===== src/logic/hrxds_pkg.sv =====
// Constants and carrier types for the receive descriptor status write-back block.
// Assumes one receive channel fed by an octet stream from the serial side.
// Summary of operation
// - Interrupt bit clear: no buffer-used event
// - Interrupt bit set: raise buffer event; frame event on every HDLC frame end
// - HDLC: set last bit on frame end
// - Error end sets at least one error bit
// - Last buffer length equals total frame octets
// - First bit set only on frame start buffer
// - Continuous mode keeps empty bit set
// - Continuous mode keeps empty even on error
// - Never alter the user bit
// - Oversize: set violation, store rounded maximum
// - Detect oversize at longword write, three bytes
// - After oversize discard until closing flag
// - Oversize length counts all octets received
// - Never reuse a descriptor while not empty
// - After wrap descriptor return to ring start
// - Write length exactly once at close
package hrxds_pkg;
   localparam int DESC_BITS      = 32;
   localparam int BIT_EMPTY      = 0;
   localparam int BIT_WRAP       = 2;
   localparam int BIT_INTR       = 3;
   localparam int BIT_LAST       = 4;
   localparam int BIT_FIRST      = 5;
   localparam int BIT_CONT       = 6;
   localparam int BIT_SWFLAG     = 8;
   localparam int BIT_OVERSIZE   = 10;
   localparam int BIT_ABORT      = 12;
   localparam int BIT_OVERRUN    = 14;
   localparam int BIT_CARRIER    = 15;
   localparam int LEN_LSB        = 16;
   localparam int LEN_BITS       = 16;
   localparam int IDX_BITS       = 4;
   localparam int LONG_BYTES     = 4;
   localparam logic [15:0] STATUS_KEEP = 16'h014f; // E,bit 1,W,I,CM,software flag kept
   localparam logic [IDX_BITS-1:0] RING_RESET = 4'h0;

   // Octet arriving from the serial side
   typedef struct packed {
      logic [7:0] data;
      logic       frame_start;
      logic       frame_end;
      logic       abort_seen;
      logic       carrier_lost;
      logic       overrun;
   } hrxds_octet_type;

   // Descriptor write-back towards shared memory
   typedef struct packed {
      logic [IDX_BITS-1:0]   index;
      logic [DESC_BITS-1:0]  word;
   } hrxds_wb_type;
endpackage


===== src/logic/hrxds_skid.sv =====
// Two-entry buffer between the serial octet stream and the status logic.
// Assumes both sides run on ref_clk.
module hrxds_skid #(
   parameter int WIDTH = 13
) (
   input  wire logic             ref_clk,   // System clock
   input  wire logic             reset,     // Async reset, high
   input  wire logic [WIDTH-1:0] in_data,   // Filling side data
   input  wire logic             in_valid,  // Filling side valid
   output      logic             in_ready,  // Room available
   output      logic [WIDTH-1:0] out_data,  // Draining side data
   output      logic             out_valid, // Entry present
   input  wire logic             out_ready  // Drain accepts
);
   logic [WIDTH-1:0] mem_q [2];
   logic             wp_q, rp_q;
   logic [1:0]       cnt_q;
   wire              push = in_valid && in_ready;
   wire              pop  = out_valid && out_ready;

   // Honest full and empty flags
   assign in_ready  = cnt_q != 2'h2;
   assign out_valid = cnt_q != 2'h0;
   assign out_data  = mem_q[rp_q];

   // Pointer and occupancy update
   always_ff @(posedge ref_clk or posedge reset) begin
      if (reset) begin
         wp_q  <= 1'b0;
         rp_q  <= 1'b0;
         cnt_q <= 2'h0;
      end else begin
         if (push) wp_q <= ~wp_q;
         if (pop) rp_q <= ~rp_q;
         cnt_q <= cnt_q + {1'b0, push} - {1'b0, pop};
      end
   end

   // Entry storage
   always_ff @(posedge ref_clk) begin
      if (push) mem_q[wp_q] <= in_data;
   end
endmodule // hrxds_skid


===== src/logic/hrxds_status.sv =====
// Receive descriptor status write-back for one HDLC or transparent channel.
// Assumes the descriptor word arrives on desc_rd when desc_valid is high and
// that software owns the descriptor while its empty bit is clear.
module hrxds_status #(
   parameter int BUF_BYTES = 64 // Buffer size in octets before close
) (
   input  wire logic                               ref_clk,      // System clock
   input  wire logic                               reset,        // Async reset, high
   input  wire logic                               hdlc_mode,    // 1 HDLC, 0 transparent
   input  wire logic [15:0]                        max_frame_length, // Frame limit
   input  wire hrxds_pkg::hrxds_octet_type         octet,        // Octet from serial side
   input  wire logic                               octet_valid,  // Octet present
   output      logic                               octet_ready,  // Buffer has room
   input  wire logic [hrxds_pkg::DESC_BITS-1:0]    desc_rd,      // Current descriptor
   input  wire logic                               desc_valid,   // desc_rd is current
   output      logic [hrxds_pkg::IDX_BITS-1:0]     desc_index,   // Descriptor in use
   output      hrxds_pkg::hrxds_wb_type            wb,           // Close write-back
   output      logic                               wb_valid,     // Write-back pulse
   output      logic                               buffer_used_event,    // Pulse
   output      logic                               frame_received_event, // Pulse
   output      logic                               octet_store   // Octet kept, pulse
);
   localparam logic [15:0] ONE = 16'h0001;
   hrxds_pkg::hrxds_octet_type cur;
   logic        cur_valid;
   logic [15:0] frame_cnt_q, buf_cnt_q, buf_cnt_d;
   logic        in_frame_q, started_q, oversize_q, first_q;
   logic [hrxds_pkg::IDX_BITS-1:0] idx_q;
   logic [hrxds_pkg::DESC_BITS-1:0] wb_word_q;
   logic        wb_q, bu_q, fr_q, store_q;
   logic        take;                                // Octet consumed this cycle
   logic [hrxds_pkg::IDX_BITS-1:0] wb_idx_q;         // Index of the closed descriptor

   // Two-entry buffer in the octet path
   hrxds_skid #(.WIDTH($bits(hrxds_pkg::hrxds_octet_type))) u_skid (
      .ref_clk   (ref_clk),
      .reset     (reset),
      .in_data   (octet),
      .in_valid  (octet_valid),
      .in_ready  (octet_ready),
      .out_data  (cur),
      .out_valid (cur_valid),
      .out_ready (take)
   );

   // Stall while descriptor not owned or write-back in flight
   wire owned = desc_valid && desc_rd[hrxds_pkg::BIT_EMPTY];
   assign take = cur_valid && owned && !wb_q;
   wire fstart = take && cur.frame_start;
   wire [15:0] fcount = fstart ? ONE : frame_cnt_q + ONE;
   // Limit rounded up to a longword boundary
   wire [15:0] round_max = (max_frame_length + 16'h0003) & 16'hfffc;
   // Exceeded when the next longword write would pass the limit
   wire over_now = hdlc_mode && (fcount > round_max);
   wire ovs    = oversize_q && !fstart;
   wire keep   = take && !(ovs || over_now);
   wire err    = cur.abort_seen || cur.carrier_lost || cur.overrun;
   wire fend   = take && hdlc_mode && (cur.frame_end || err);
   wire bfull  = keep && (buf_cnt_d == 16'(BUF_BYTES));
   wire close  = fend || (take && bfull);
   wire lastb  = fend;
   wire viol   = ovs || over_now;
   wire intr   = desc_rd[hrxds_pkg::BIT_INTR];
   wire cont   = desc_rd[hrxds_pkg::BIT_CONT];
   // A buffer is first when its opening octet starts a frame; only HDLC has frames
   wire opens   = fstart || (hdlc_mode && !in_frame_q);
   wire isfirst = started_q ? first_q : opens;
   wire [15:0] len = lastb ? fcount : buf_cnt_d;
   assign buf_cnt_d = keep ? buf_cnt_q + ONE : buf_cnt_q;

   // Status half of the closed descriptor
   wire [15:0] keep_bits = desc_rd[15:0] & hrxds_pkg::STATUS_KEEP;
   wire [15:0] stat = {keep_bits[15:1], ~cont ? 1'b0 : keep_bits[0]}
      | (16'(lastb && hdlc_mode) << hrxds_pkg::BIT_LAST)
      | (16'(isfirst) << hrxds_pkg::BIT_FIRST)
      | (16'(lastb && viol && hdlc_mode) << hrxds_pkg::BIT_OVERSIZE)
      | (16'(fend && cur.abort_seen) << hrxds_pkg::BIT_ABORT)
      | (16'(fend && cur.overrun) << hrxds_pkg::BIT_OVERRUN)
      | (16'(fend && cur.carrier_lost) << hrxds_pkg::BIT_CARRIER);

   // Ring index after close, wrapping to start
   wire [hrxds_pkg::IDX_BITS-1:0] idx_next = desc_rd[hrxds_pkg::BIT_WRAP] ?
      hrxds_pkg::RING_RESET : idx_q + 4'h1;

   // Frame, buffer and ring state
   always_ff @(posedge ref_clk or posedge reset) begin
      if (reset) begin
         frame_cnt_q <= 16'h0000;
         buf_cnt_q   <= 16'h0000;
         in_frame_q  <= 1'b0;
         started_q   <= 1'b0;
         oversize_q  <= 1'b0;
         first_q     <= 1'b0;
         idx_q       <= hrxds_pkg::RING_RESET;
      end else if (take) begin
         frame_cnt_q <= fend ? 16'h0000 : fcount;
         oversize_q  <= fend ? 1'b0 : viol;
         in_frame_q  <= !fend;
         if (close) begin
            buf_cnt_q <= 16'h0000;
            started_q <= 1'b0;
            first_q   <= 1'b0;
            idx_q     <= idx_next;
         end else begin
            buf_cnt_q <= buf_cnt_d;
            started_q <= 1'b1;
            first_q   <= isfirst;
         end
      end
   end

   // Write-back word and event pulses, length written only on close
   always_ff @(posedge ref_clk or posedge reset) begin
      if (reset) begin
         wb_q      <= 1'b0;
         wb_word_q <= '0;
         wb_idx_q  <= hrxds_pkg::RING_RESET;
         bu_q      <= 1'b0;
         fr_q      <= 1'b0;
         store_q   <= 1'b0;
      end else begin
         wb_q    <= close;
         bu_q    <= close && intr;
         fr_q    <= close && lastb && hdlc_mode;
         store_q <= keep;
         if (close) wb_word_q <= {len, stat};
         if (close) wb_idx_q <= idx_q; // Ring index still names the closed descriptor
      end
   end

   assign desc_index           = idx_q;
   assign wb                   = '{index: wb_idx_q, word: wb_word_q};
   assign wb_valid             = wb_q;
   assign buffer_used_event    = bu_q;
   assign frame_received_event = fr_q;
   assign octet_store          = store_q;

   // Checks
   property p_no_event_without_intr;
      @(posedge ref_clk) disable iff (reset)
      (close && !intr) |=> !buffer_used_event;
   endproperty
   a_no_event_without_intr: assert property (p_no_event_without_intr)
      else $error("buffer event without interrupt bit");
   property p_event_with_intr;
      @(posedge ref_clk) disable iff (reset)
      (close && intr) |=> buffer_used_event && wb_valid;
   endproperty
   a_event_with_intr: assert property (p_event_with_intr)
      else $error("missing buffer event");
   property p_frame_event;
      @(posedge ref_clk) disable iff (reset)
      fend |=> frame_received_event && wb_valid;
   endproperty
   a_frame_event: assert property (p_frame_event)
      else $error("frame event missing at frame end");
   property p_swflag_kept;
      @(posedge ref_clk) disable iff (reset)
      close |=> wb.word[hrxds_pkg::BIT_SWFLAG] == $past(desc_rd[hrxds_pkg::BIT_SWFLAG]);
   endproperty
   a_swflag_kept: assert property (p_swflag_kept)
      else $error("software flag altered");
   property p_cont_empty;
      @(posedge ref_clk) disable iff (reset)
      (close && cont) |=> wb.word[hrxds_pkg::BIT_EMPTY];
   endproperty
   a_cont_empty: assert property (p_cont_empty)
      else $error("continuous mode cleared empty");
   property p_norm_empty;
      @(posedge ref_clk) disable iff (reset)
      (close && !cont) |=> !wb.word[hrxds_pkg::BIT_EMPTY];
   endproperty
   a_norm_empty: assert property (p_norm_empty)
      else $error("empty not cleared");
   property p_transparent_clear;
      @(posedge ref_clk) disable iff (reset)
      (close && !hdlc_mode) |=> !wb.word[hrxds_pkg::BIT_LAST]
         && !wb.word[hrxds_pkg::BIT_OVERSIZE];
   endproperty
   a_transparent_clear: assert property (p_transparent_clear)
      else $error("HDLC bit in transparent mode");
   property p_last_on_end;
      @(posedge ref_clk) disable iff (reset)
      fend |=> wb_valid && wb.word[hrxds_pkg::BIT_LAST];
   endproperty
   a_last_on_end: assert property (p_last_on_end)
      else $error("last bit missing");
   property p_once;
      @(posedge ref_clk) disable iff (reset)
      wb_valid |=> !wb_valid;
   endproperty
   a_once: assert property (p_once)
      else $error("length written twice");
   property p_no_take_unowned;
      @(posedge ref_clk) disable iff (reset)
      !owned |-> !take;
   endproperty
   a_no_take_unowned: assert property (p_no_take_unowned)
      else $error("descriptor used while not empty");
   property p_discard;
      @(posedge ref_clk) disable iff (reset)
      (take && ovs) |=> !octet_store;
   endproperty
   a_discard: assert property (p_discard)
      else $error("oversize data stored");
endmodule // hrxds_status


===== config.mk =====
export PLATFORM = sky130hd
export DESIGN_NAME = hrxds_status
export DESIGN_NICKNAME = d
export VERILOG_FILES = /design/src/logic/hrxds_pkg.sv /design/src/logic/hrxds_skid.sv /design/src/logic/hrxds_status.sv
export SDC_FILE = /design/constraint.sdc
export NUM_CORES = 1
export LEC_CHECK = 0
export ABC_AREA = 1
export BUFFER_PORTS_ARGS = -buffer_cell sky130_fd_sc_hd__buf_2
export CAP_MARGIN = 20
export CORE_ASPECT_RATIO = 1.25
export CORE_MARGIN = 3
export CORE_UTILIZATION = 40
export CTS_CLUSTER_DIAMETER = 50
export DETAILED_ROUTE_END_ITERATION = 7
export PLACE_DENSITY = 0.67
export SYNTH_ARGS = -nofsm -noshare
export SYNTH_HDL_FRONTEND = slang
export SYNTH_SLANG_ARGS = --single-unit

===== constraint.sdc =====
create_clock -name ref_clk -period 4.31 [get_ports ref_clk]
set_clock_uncertainty 0.15 [all_clocks]
set_input_delay 0.6465 -clock ref_clk [delete_from_list [all_inputs] [get_ports ref_clk]]
set_output_delay 0.6465 -clock ref_clk [all_outputs]
set_load 0.1 [all_outputs]

# Word-level counts from Yosys, hierarchy flattened
# Memories as Yosys holds them, arrays and structs flattened.
# Index checks and enable logic that the tools add are counted.
totals:
  n_memories: 1
  elab_cells: 83
  ramBits: 26
  reg_bits: 84
classes:
  n_bitwise: 8
  n_addsub: 6
  n_reduce_logical: 36
  n_eq_ne: 2
  mux: 13
  magnitude_cmp: 1
mem_list:
  columns: ["name", "words", "word_bits", "rd", "rd_ports_with_merged_regs", "wr", "line", "source"]
  rows:
  - ["u_skid.mem_q", 2, 13, 1, 0, 1, "hrxds_skid.sv:15", "logic [WIDTH-1:0] mem_q [2];"]
ops:
  columns: ["op", "n"]
  rows:
  - ["$mux W16", 5]
  - ["$add A16 B1 Y16 const B", 2]
  - ["$logic_and A1 B1 Y1", 23]
  - ["$add A16 B2 Y16 const B", 1]
  - ["$eq A16 B7 Y1 const B", 1]
  - ["$gt A16 B16 Y1", 1]
  - ["$or A15 B16 Y16", 1]
  - ["$or A13 B15 Y15", 1]
  - ["$or A11 B13 Y13", 1]
  - ["$or A9 B11 Y11", 1]
  - ["$or A9 B5 Y9", 1]
  - ["$or A9 B6 Y9", 1]
  - ["$mux W1", 7]
  - ["$logic_or A1 B1 Y1", 6]
  - ["$logic_not A1 Y1", 5]
  - ["$add A4 B1 Y4 const B", 1]
  - ["$mux W4", 1]
  - ["$add A2 B1 Y2", 1]
  - ["$ne A2 B2 Y1 const B", 1]
  - ["$not A1 Y1", 2]
  - ["$reduce_and A2 Y1", 1]
  - ["$reduce_bool A2 Y1", 1]
  - ["$sub A2 B1 Y2", 1]

# Depth between registers and ports, before layout
# Gate-level depths: netlist of run 1.
logic_depth:
  word_depth: 17
  depth_mapped: 38
  mapped_depth_nobuf: 36

# By module
# A second synthesis of run 1 with hierarchy kept.
hier_totals:
  cells_unflattened: 728
  hier_area_um2: 5798.1
modules_own_cells:
  columns: ["mod", "n_inst", "area_per_inst_um2", "cells_per_inst"]
  rows:
  - ["hrxds_status", 1, 4621.9, 628]
  - ["hrxds_skid", 1, 1176.1, 100]

# Worst setup path after synthesis of run 1
# Ideal clock, no wire load.
synth_timing:
  path_type: "input port to flip-flop"
  startpoint: "input port max_frame_length[2]"
  endpoint: "register wb_word_q[17] in the netlist's numbering"
  path_slack_ns: 0.158
  path_buffers: 3
  setup_time_ns: 0.123
  t_required_ns: 4.037
  arrival_time_ns: 3.879
  stages: 30
  path_cell_list: "nand2_1 nor2_2 nand4_1 nor2_1 inv_1 nor2_1 inv_1 nor2_1 inv_1 nor2_1 inv_1 nor2_1 xnor2_1 ha_1 nand4_1 nor3b_1 nand3_1 o21ai_1 inv_1 nand2_4 nand3_4 buf_6 nand2_1 o21ai_1 nor3_2 nand3_2 buf_6 buf_6 nand3_1 nand2_1"
synth_between:
  elab_chain_cells: 11
  word_cells_on_any_way: 12
  classes_between: "add/sub (1); order compare (1); eq/ne (1); mux (2); reduce/logical (7)"
synth_rtl:
  columns: ["item", "line", "source"]
  rows:
  - ["start, declared", "hrxds_status.sv:10", "input wire logic [15:0] max_frame_length,"]
  - ["$add A16 B2 Y16 (*)", "hrxds_status.sv:52", "wire [15:0] round_max = (max_frame_length + 16'h0003) & 16'hfffc;"]
  - ["$gt A16 B16 Y1 (*)", "hrxds_status.sv:54", "wire over_now = hdlc_mode && (fcount > round_max);"]
  - ["$logic_and A1 B1 Y1 (*)", "hrxds_status.sv:54", null]
  - ["$logic_or A1 B1 Y1 (*)", "hrxds_status.sv:56", "wire keep = take && !(ovs || over_now);"]
  - ["$logic_not A1 Y1 (*)", "hrxds_status.sv:56", null]
  - ["$logic_and A1 B1 Y1 (*)", "hrxds_status.sv:56", null]
  - ["$mux W16", "hrxds_status.sv:69", "assign buf_cnt_d = keep ? buf_cnt_q + ONE : buf_cnt_q;"]
  - ["$eq A16 B7 Y1", "hrxds_status.sv:59", "wire bfull = keep && (buf_cnt_d == 16'(BUF_BYTES));"]
  - ["$logic_and A1 B1 Y1", "hrxds_status.sv:59", null]
  - ["$logic_and A1 B1 Y1", "hrxds_status.sv:60", "wire close = fend || (take && bfull);"]
  - ["$logic_or A1 B1 Y1", "hrxds_status.sv:60", null]
  - ["end signal, assigned", "hrxds_status.sv:126", "if (close) wb_word_q <= {len, stat};"]
  - ["end, declared", "hrxds_status.sv:29", "logic [hrxds_pkg::DESC_BITS-1:0] wb_word_q;"]
# Mark *: on every way between the ends. The rest lies on a longest branch, timed or not.
# A chain may end at the register's enable or synchronous reset.

# Worst setup path in the final report of run 1
layout_timing:
  startpoint: "register frame_cnt_q[0]"
  endpoint: "register wb_word_q[19] in the netlist's numbering"
layout_between:
  elab_chain_cells: 12
  word_cells_on_any_way: 13
  classes_between: "add/sub (1); order compare (1); eq/ne (1); mux (3); reduce/logical (7)"
layout_rtl:
  columns: ["item", "line", "source"]
  rows:
  - ["start, declared", "hrxds_status.sv:26", "logic [15:0] frame_cnt_q, buf_cnt_q, buf_cnt_d;"]
  - ["start signal, assigned", "hrxds_status.sv:96", "frame_cnt_q <= fend ? 16'h0000 : fcount;"]
  - ["$add A16 B1 Y16 (*)", "hrxds_status.sv:50", "wire [15:0] fcount = fstart ? ONE : frame_cnt_q + ONE;"]
  - ["$mux W16 (*)", "hrxds_status.sv:50", null]
  - ["$gt A16 B16 Y1", "hrxds_status.sv:54", null]
  - ["$logic_and A1 B1 Y1", "hrxds_status.sv:54", null]
  - ["$logic_or A1 B1 Y1", "hrxds_status.sv:56", null]
  - ["$logic_not A1 Y1", "hrxds_status.sv:56", null]
  - ["$logic_and A1 B1 Y1", "hrxds_status.sv:56", null]
  - ["$mux W16", "hrxds_status.sv:69", null]
  - ["$eq A16 B7 Y1", "hrxds_status.sv:59", null]
  - ["$logic_and A1 B1 Y1", "hrxds_status.sv:59", null]
  - ["$logic_and A1 B1 Y1", "hrxds_status.sv:60", null]
  - ["$logic_or A1 B1 Y1", "hrxds_status.sv:60", null]
# Marked as above.

==> flow_summary.toml, run 1 <==
[floorplanning]
die_height_microns = 132
fp.dieArea_sq_mm = 0.0142
core.rowCount = 45
total_i_o_pin_count = 111
die_w_microns = 107
core_sq_mm = 0.0123
start_util = 0.415

[pwr]
seqPwrFrac = 0.300
clock_power_share = 0.173
internal-power_w = 0.00207
power.static_leakage_nw = 3.49
power.density_mw_per_mm2 = 660
p_comb_frac = 0.527
switching_power_w = 0.00226
vdd_ir_drop_max_uv = 688
p_sw_frac = 0.522

[synth]
synth.yosys.warnings = 0
dominantRegCellSynth = "sky130_fd_sc_hd__dfrtp_1"
avg_synthesized_cell_area_sq_um = 7.94
netlist_area_sq_mm = 0.00511
synth.yosys.seq_area_share = 0.450
synth-edff-count = 10
synth_async_reset_ratio = 0.889
flip_flop_and_latch_count_after_synthesis = 90
yosys.cell_types.count = 39
synthesis.instances = 644

[finish]
most_frequent_standard_cell_in_the_layout_excluding_fill_and_tap_cells = "sky130_fd_sc_hd__nand2_1"
flow.area_growth_from_synthesis_pct = 28.2
layout-drive-gt1-share = 0.272
final_util = 0.532
n_antenna_cell = 0
nNetsFinal = 869
mostFrequentLayoutCells = "170 x sky130_fd_sc_hd__nand2_1, 80 x sky130_fd_sc_hd__dfrtp_1, 73 x sky130_fd_sc_hd__buf_2, 71 x sky130_fd_sc_hd__buf_4, 69 x sky130_fd_sc_hd__inv_1"

[placed_design]
dp_hpwl_mm = 9.16
gp_congestion = 0.890
pre_cts_ws_ps = -426
portBuffers = 72

[sta]
period_needed_ps = 4530
slew_headroom = 0.422
worst_pin_slew_ps = 863
timing.final.max_slew_violations = 0
report.final.hold_viol_count = 0
worst_hold_slack_ps = 113
rsz_0062_raised_after_global_routing = "yes"
clock.fmax_mhz = 221
layout_worst_path_cycle_share = 1.05
finalSetupViolCount = 41
setup_ws_ps = -223

[worst_setup_path]
worst-setup-path-type = "reg2reg"
critPathLaunchType = "register"
max_stage_delay_ps = 360
r2r_slack_ps = -220
worst_setup_path_end_kind = "register"
critical_path_arrival_ps = 4610
library_cell_appearing_most_often_on_the_critical_path = "sky130_fd_sc_hd__nand2_1"
regToRegStartpoint = "frame_cnt_q[0]"
reg2reg_depth = 35
critical-path-slowest-cell = "sky130_fd_sc_hd__dfrtp_1"
cp_max_fo = 8
rr_endpoint = "wb_word_q[19]"
worst_ep_required_time_ps = 4390

[clock_tree]
insertion_delay_ps = 340
cts_inserted_buffers = 9
clock_tree.htree_level_count = 3
tritoncts_clock_tree = "built"
clkTransAtPathRegs_ps = 70
cts_sinks = 90
ctsRootBufferMaster = "sky130_fd_sc_hd__clkbuf_16"
clk_path_buf_depth = 2

[outcome]
violations = "negative setup slack"
result_of_the_run = "complete, but fails checks"

[route]
postRouteAntennaNets = 0
routed_wire_length_per_instance_microns = 13.4
remaining_drc_errors = 0
drt_iter0_drc = 168
via_count = 4744
drt-total-wl_mm = 12.8
via_per_inst = 4.97
dr.pass1.iters = 5

[global_routing]
grt_usage = 0.186
grt_pass1_wl_mm = 21.5
residual_overflow_from_global_routing = 0
initial_antenna_violation_count = 0
grt_max_degree = 54
vias_in_the_first_global_route = 4760

[min_path]
hp-class = "in2async"

[job]
cap_violations = 0
## layer usage
metal | vias to the layer above | track usage | wire (microns)
met5 | - | 0 | 0
met4 | 0 | 0.0881 | 261
met3 | 21 | 0.0230 | 321
met2 | 83 | 0.330 | 6920
met1 | 2278 | 0.220 | 5310
li1 | 2362 | - | -
## what timing repair did
action                     4_1_cts  5_1_grt
cloned                           1        2
hold buffers                     0        0
pin swaps                        5        5
setup endpoints to repair       41       56
resized for setup               13       15
setup buffers                    4        2
## sequential cells by signal, summed over array words and instances (netlist names), 2 cells and up
| register | flops |
|---|---|
| buf_cnt_q | 16 |
| desc_index | 4 |
| frame_cnt_q | 16 |
| u_skid.cnt_q | 2 |
| u_skid.mem_q | 10 |
| wb_idx_q | 4 |
| wb_word_q | 28 |
## area by class of cell
| cell class | count | area [sq um] |
|---|---|---|
| multi-input cells | 458 | 2470 |
| clock buffers | 9 | 225 |
| clock inverters | 7 | 51.3 |
| repair buffers | 151 | 1010 |
| fillers | 1178 | 5780 |
| inverters | 75 | 288 |
| flip-flops and latches | 90 | 2300 |
| well taps | 164 | 205 |
## synthesized netlist by cell type (5+ instances only)
master	instances	area [sq um]
sky130_fd_sc_hd__o22ai_1	6	37.5
sky130_fd_sc_hd__dfrtp_1	80	2000
sky130_fd_sc_hd__nor3_1	7	35.0
sky130_fd_sc_hd__o21ai_0	15	75.1
sky130_fd_sc_hd__edfxtp_1	10	300
sky130_fd_sc_hd__nand2_2	9	56.3
sky130_fd_sc_hd__xnor2_1	11	96.3
sky130_fd_sc_hd__nor2_2	6	37.5
sky130_fd_sc_hd__nand2_1	175	657
sky130_fd_sc_hd__a21oi_1	19	95.1
sky130_fd_sc_hd__inv_1	72	270
sky130_fd_sc_hd__nand4_1	23	144
sky130_fd_sc_hd__buf_4	5	37.5
sky130_fd_sc_hd__nand3_1	58	290
sky130_fd_sc_hd__xor2_1	17	149
sky130_fd_sc_hd__ha_1	18	225
sky130_fd_sc_hd__clkbuf_1	12	45.0
sky130_fd_sc_hd__nor2_1	58	218
## cell families after synthesis
kind of cell | Yosys count | synth area share
buf+inv | 100 | 0.0840
flops | 90 | 0.450
fa+ha+maj | 18 | 0.0441
mux | 1 | 0.00196
other cells | 1 | 0.000734
compound gates | 50 | 0.0553
simple gates | 356 | 0.316
xor+xnor | 28 | 0.0480
## per-stage QoR
step | area (sq um) | TNS (ps) | total power, W | cells
2_1_floorplan | 5120 | 0 | 0.00302 | 647
3_3_place_gp | 6080 | -14760 | 0.00349 | 928
3_5_place_dp | 6080 | -16390 | 0.00354 | 928
4_1_cts | 6440 | -8590 | 0.00433 | 949
5_1_grt | 6560 | -24160 | 0.00458 | 954
6_report | 6560 | -7670 | 0.00433 | 954
## critical path: cells and delay by family, from the launching register on
kind | cells | cell delay, ps
DFF | 1 | 360
buffers and inverters | 7 | 630
adders and majority gates | 2 | 480
AOI/OAI and AO/OA | 1 | 130
and+or+nand+nor | 25 | 2650
## power groups by stage
| stage | sequential (W) | clock [W] | combinational, W |
|---|---|---|---|
| 5_1_grt | 0.00133 | 0.000804 | 0.00245 |
| 3_5_place_dp | 0.00131 | 0 | 0.00223 |
| 4_1_cts | 0.00130 | 0.000767 | 0.00227 |
| 6_report | 0.00130 | 0.000749 | 0.00228 |
| 3_3_place_gp | 0.00129 | 0 | 0.00219 |
| 2_1_floorplan | 0.00224 | 0 | 0.000777 |
## worst max path at each step
stage                              from       endpoint  slack [ps]  cells after the start
finish                   frame_cnt_q[0]  wb_word_q[19]        -220                     35
global route             frame_cnt_q[0]  wb_word_q[22]        -630                     36
CTS                      frame_cnt_q[0]   wb_word_q[3]        -240                     36
detailed placement       frame_cnt_q[0]   wb_word_q[0]        -430                     35
global placement    max_frame_length[4]      started_q        -380                     31
floorplan           max_frame_length[2]  wb_word_q[17]         160                     30
Power figures use the tool's default switching activity.
==> inputs of run 2 (changes only) <==
--- a/config.mk
+++ b/config.mk
@@ -12,6 +12,6 @@
 export CORE_MARGIN = 3
-export CORE_UTILIZATION = 40
+export CORE_UTILIZATION = 50
 export CTS_CLUSTER_DIAMETER = 50
 export DETAILED_ROUTE_END_ITERATION = 7
-export PLACE_DENSITY = 0.67
+export PLACE_DENSITY = 0.8
 export SYNTH_ARGS = -nofsm -noshare
==> constraint.sdc (replaced) <==
create_clock -name ref_clk -period 4.31 [get_ports ref_clk]
set_clock_uncertainty 0.15 [all_clocks]
set_input_delay 0.862 -clock ref_clk [delete_from_list [all_inputs] [get_ports ref_clk]]
set_output_delay 0.862 -clock ref_clk [all_outputs]
set_load 0.1 [all_outputs]
==> flow_summary.toml, run 2 (synthesis results as in run 1) <==
[route]
m1WireLength_mm = 5.18
drt_iter0_drc = 337
drt-total-wl_mm = 14.1
dr.pass1.iters = 7
routed_wire_length_per_instance_microns = 15.3
via_count = 5083
route.met3.wl_microns = 698
via_per_inst = 5.48
remaining_drc_errors = 0
top_layer_used = "met4"
routed_wire_length_on_met2_mm = 7.74
postRouteAntennaNets = 0

[finish]
largest_register_ff_count = 28
stdcell_area_sq_mm = 0.00672
post_layout_nonfiller_instances = 927
layout-drive-gt1-share = 0.317
most_frequent_standard_cell_in_the_layout_excluding_fill_and_tap_cells = "sky130_fd_sc_hd__nand2_1"
mostFrequentLayoutCells = "156 x sky130_fd_sc_hd__nand2_1, 82 x sky130_fd_sc_hd__buf_4, 80 x sky130_fd_sc_hd__dfrtp_1, 73 x sky130_fd_sc_hd__buf_2, 66 x sky130_fd_sc_hd__inv_1"
flow.area_growth_from_synthesis_pct = 31.6
n_antenna_cell = 0
nNetsFinal = 880
largest_register = "wb_word_q"
largestRegisters = "wb_word_q (28), buf_cnt_q (16), frame_cnt_q (16)"

[worst_setup_path]
cp_max_fo = 17
worst_ep_required_time_ps = 4400
library_cell_appearing_most_often_on_the_critical_path = "sky130_fd_sc_hd__nand2_1"
critPathLaunchType = "register"
worst_setup_path_end_kind = "register"
max_stage_delay_ps = 370
worst-setup-path-type = "reg2reg"
timing.critical_path.max_delay_family = "simple AND/OR/NAND/NOR gates"
cp.buffers_inverters = 10
critical_path_arrival_ps = 4730
critical-path-slowest-cell = "sky130_fd_sc_hd__dfrtp_1"

[min_path]
hp-class = "reg2reg"

[floorplanning]
core_sq_mm = 0.00981
fp.dieArea_sq_mm = 0.0115
total_i_o_pin_count = 111
start_util = 0.521
die_w_microns = 96.4
die_height_microns = 119
core.rowCount = 40

[global_routing]
grt_pass1_wl_mm = 22.7
grt_max_degree = 54
residual_overflow_from_global_routing = 0
grt_usage = 0.249
vias_in_the_first_global_route = 5101
initial_antenna_violation_count = 0

[sta]
finalSetupViolCount = 41
slew_headroom = 0.336
rsz_0062_raised_after_global_routing = "yes"
report.final.hold_viol_count = 0
finalSetupTns_ps = -12460
clock.fmax_mhz = 215
layout_worst_path_cycle_share = 1.08
timing.final.max_slew_violations = 0
worst_hold_slack_ps = 336
period_needed_ps = 4650
worst_pin_slew_ps = 993
setup_ws_ps = -336

[clock_tree]
clkTransAtPathRegs_ps = 70
clk_path_buf_depth = 2
insertion_delay_ps = 350
cts_inserted_buffers = 9
clock_tree.htree_level_count = 3
tritoncts_clock_tree = "built"
cts_sinks = 90
ctsRootBufferMaster = "sky130_fd_sc_hd__clkbuf_16"
ctsHoldBuffers = 0

[placed_design]
portBuffers = 72
dp_hpwl_mm = 9.47
gp_congestion = 0.918
dpl_cell_area_sq_mm = 0.00605
placedCellCount = 890

[pwr]
power.static_leakage_nw = 3.58
vdd_ir_drop_max_uv = 541
power.density_mw_per_mm2 = 671

[job]
cap_violations = 0

[outcome]
result_of_the_run = "complete, but fails checks"
violations = "negative setup slack"
run 2: cell count changes in the layout (fill, tap and decap cells not counted), moves of 4 or more:
cell | before | now
sky130_fd_sc_hd__nand2_1 | 170 | 156
sky130_fd_sc_hd__nand2_2 | 13 | 26
sky130_fd_sc_hd__buf_4 | 71 | 82
sky130_fd_sc_hd__nor2_1 | 52 | 47
sky130_fd_sc_hd__inv_2 | 3 | 7
run 2: area by class of cell:
type                            count  area (sq um)
Clock inverter                      6          75.1
Tap cell                          126           158
Inverter                           75           285
Timing Repair Buffer              161          1080
Sequential cell                    90          2300
Multi-Input combinational cell    459          2590
Clock buffer                       10           229
Fill cell                         763          3090
run 2: path summary, 6_finish.rpt:
check                          startpoint       endpoint  slack [ps]  depth (start not counted)
max                        frame_cnt_q[1]   wb_word_q[0]        -340                         37
min                               first_q        first_q         340                          2
max reg2reg                frame_cnt_q[1]   wb_word_q[0]        -340                         37
min reg2reg                       first_q        first_q         340                          2
max in group asynchronous           reset   buf_cnt_q[7]        2550                          3
min in group asynchronous           reset  desc_index[2]         530                          2
run 2: what timing repair did:
item                                    CTS  global route
pin swaps                                 5            13
endpoints found under the hold margin     0             0
endpoints found under the setup margin   41            50
gates cloned                              3             1
resized for setup                        31            30
buffers inserted                         13             4
run 2: report_power, final:
part           total [W]  switching (W)  internal [W]
Combinational    0.00240        0.00181      0.000590
Sequential       0.00131       0.000185       0.00112
Clock           0.000809       0.000351      0.000458
run 2: worst min-delay path, stage by stage, from the launching register on:
cell and delay [ps]:
sky130_fd_sc_hd__dfrtp_1 350, sky130_fd_sc_hd__nand2_1 60, sky130_fd_sc_hd__nand2_1 50
run 2: layer usage:
| layer | vias to the layer above | track usage |
|---|---|---|
| met4 | 0 | 0.113 |
| li1 | 2385 | - |
| met1 | 2441 | 0.276 |
| met5 | - | 0 |
| met2 | 196 | 0.448 |
| met3 | 61 | 0.0474 |
run 2: stage by stage:
| stage | util | setup slack, ps | power [W] |
|---|---|---|---|
| after floorplan | - | 10.7 | 0.00302 |
| after global placement | 0.616 | -420 | 0.00348 |
| after detailed placement | 0.616 | -514 | 0.00356 |
| after CTS | 0.670 | -118 | 0.00444 |
| after global routing | 0.685 | -603 | 0.00473 |
| final | 0.685 | -336 | 0.00451 |
==> inputs of run 3 (changes only) <==
Settings changed: CORE_ASPECT_RATIO 1.25 to 1.1.
==> flow_summary.toml, run 3 (synthesis results as in run 1) <==
[finish]
largest_register_ff_count = 28
layout-drive-gt1-share = 0.285
largest_register = "wb_word_q"
mostFrequentLayoutCells = "155 x sky130_fd_sc_hd__nand2_1, 80 x sky130_fd_sc_hd__dfrtp_1, 72 x sky130_fd_sc_hd__buf_2, 68 x sky130_fd_sc_hd__inv_1, 59 x sky130_fd_sc_hd__buf_4"
post_layout_nonfiller_instances = 899
most_frequent_standard_cell_in_the_layout_excluding_fill_and_tap_cells = "sky130_fd_sc_hd__nand2_1"
nNetsFinal = 858
largestRegisters = "wb_word_q (28), buf_cnt_q (16), frame_cnt_q (16)"
n_antenna_cell = 0
flow.area_growth_from_synthesis_pct = 25.9

[route]
via_count = 4814
routed_wire_length_per_instance_microns = 14.5
remaining_drc_errors = 0
drt_iter0_drc = 290
via_per_inst = 5.35
drt-total-wl_mm = 13.0
postRouteAntennaNets = 0
dr.pass1.iters = 5

[worst_setup_path]
timing.critical_path.max_delay_family = "simple AND/OR/NAND/NOR gates"
worst_ep_required_time_ps = 4470
critical-path-slowest-cell = "sky130_fd_sc_hd__dfrtp_1"
critical_path_arrival_ps = 4770
worst-setup-path-type = "reg2reg"
regToRegStartpoint = "frame_cnt_q[0]"
max_stage_delay_ps = 370
crit_path_start = "frame_cnt_q[0]"
worst_setup_path_end_kind = "register"
critPathLaunchType = "register"
cp_max_fo = 6
cp.buffers_inverters = 7

[sta]
rsz_0062_raised_after_global_routing = "yes"
timing.final.max_slew_violations = 0
setup_ws_ps = -304
report.final.hold_viol_count = 0
layout_worst_path_cycle_share = 1.07
worst_hold_slack_ps = 338
finalSetupViolCount = 41
slew_headroom = 0.343
worst_pin_slew_ps = 982
period_needed_ps = 4610
clock.fmax_mhz = 217

[global_routing]
residual_overflow_from_global_routing = 0
grt_max_degree = 53
grt_pass1_wl_mm = 21.5
initial_antenna_violation_count = 0
vias_in_the_first_global_route = 4814
grt_usage = 0.232

[floorplanning]
start_util = 0.514
core.rowCount = 38
core_sq_mm = 0.00994
total_i_o_pin_count = 111
die_height_microns = 112
fp.dieArea_sq_mm = 0.0115
die_w_microns = 102

[pwr]
p_comb_frac = 0.547
seqPwrFrac = 0.308
p_sw_frac = 0.537
switching_power_w = 0.00227
clock_power_share = 0.144
vdd_ir_drop_max_uv = 605
internal-power_w = 0.00195
power.density_mw_per_mm2 = 656
power.total_w = 0.00422
power.static_leakage_nw = 3.45

[clock_tree]
ctsHoldBuffers = 0
clkTransAtPathRegs_ps = 100
tritoncts_clock_tree = "built"
clk_path_buf_depth = 2
insertion_delay_ps = 370
clock_tree.htree_level_count = 3
cts_inserted_buffers = 9
ctsRootBufferMaster = "sky130_fd_sc_hd__clkbuf_8"
cts_sinks = 90

[outcome]
result_of_the_run = "complete, but fails checks"
violations = "negative setup slack"

[job]
cap_violations = 0

[placed_design]
placedCellCount = 873
portBuffers = 72
gp_congestion = 0.903
dp_hpwl_mm = 9.06

[min_path]
worstHoldStart = "wb_word_q[4]"
hp-class = "reg2reg"
==> run 3: cell count changes in the layout (fill, tap and decap cells not counted), sizes merged <==
cell      before  now
buf          160  137
clkbuf        11   13
clkinv         3    1
clkinvlp       1    2
==> run 3: path summary, 6_finish.rpt <==
path | end | slack [ps] | cells past startpoint
setup / recovery | desc_index[1] | -300 | 36
hold / removal | wb_word_q[4] | 340 | 2
setup reg to reg | desc_index[1] | -300 | 36
hold reg to reg | wb_word_q[4] | 340 | 2
max in group asynchronous | buf_cnt_q[4] | 2590 | 3
min in group asynchronous | frame_received_event | 500 | 2
==> run 3: area by class of cell <==
| cell class | instances | area, sq um |
|---|---|---|
| inverters | 75 | 285 |
| clock buffers | 11 | 141 |
| flip-flops and latches | 90 | 2300 |
| repair buffers | 139 | 937 |
| clock inverters | 5 | 62.6 |
| well taps | 120 | 150 |
| fillers | 811 | 3500 |
| multi-input cells | 459 | 2560 |
==> run 3: repair_timing <==
item,CTS,global route
pin swaps,4,5
setup endpoints to repair,41,54
buffers inserted,4,1
gates resized for setup,17,35
gates cloned,3,2
==> run 3: routing by layer <==
metal  GRT usage  wire length (microns)
met5           0                      0
met3      0.0429                    663
met2       0.400                   6780
met4      0.0822                    286
met1       0.289                   5280
==> run 3: worst min-delay path: stages (launching register included) <==
cell and delay [ps]:
sky130_fd_sc_hd__dfrtp_1 350, sky130_fd_sc_hd__nand2_1 50, sky130_fd_sc_hd__nand2_1 50
==> run 3: through the flow <==
step           worst slack, ps  instance area [sq um]  TNS (ps)   util
2_1_floorplan             10.7                   5130         0      -
3_3_place_gp              -336                   5960    -12510  0.599
3_5_place_dp              -479                   5960    -18510  0.599
5_1_grt                   -627                   6430    -23860  0.648
6_report                  -304                   6430    -10680  0.648
4_1_cts                   -196                   6280     -7190  0.632
==> run 3: power groups by stage <==
stage / clock (W) / combinational (W) / sequential, W
finish: 0.000609 / 0.00231 / 0.00130
global route: 0.000651 / 0.00248 / 0.00134
global placement: 0 / 0.00216 / 0.00129
detailed placement: 0 / 0.00221 / 0.00131
CTS: 0.000614 / 0.00226 / 0.00129
floorplan: 0 / 0.000779 / 0.00224
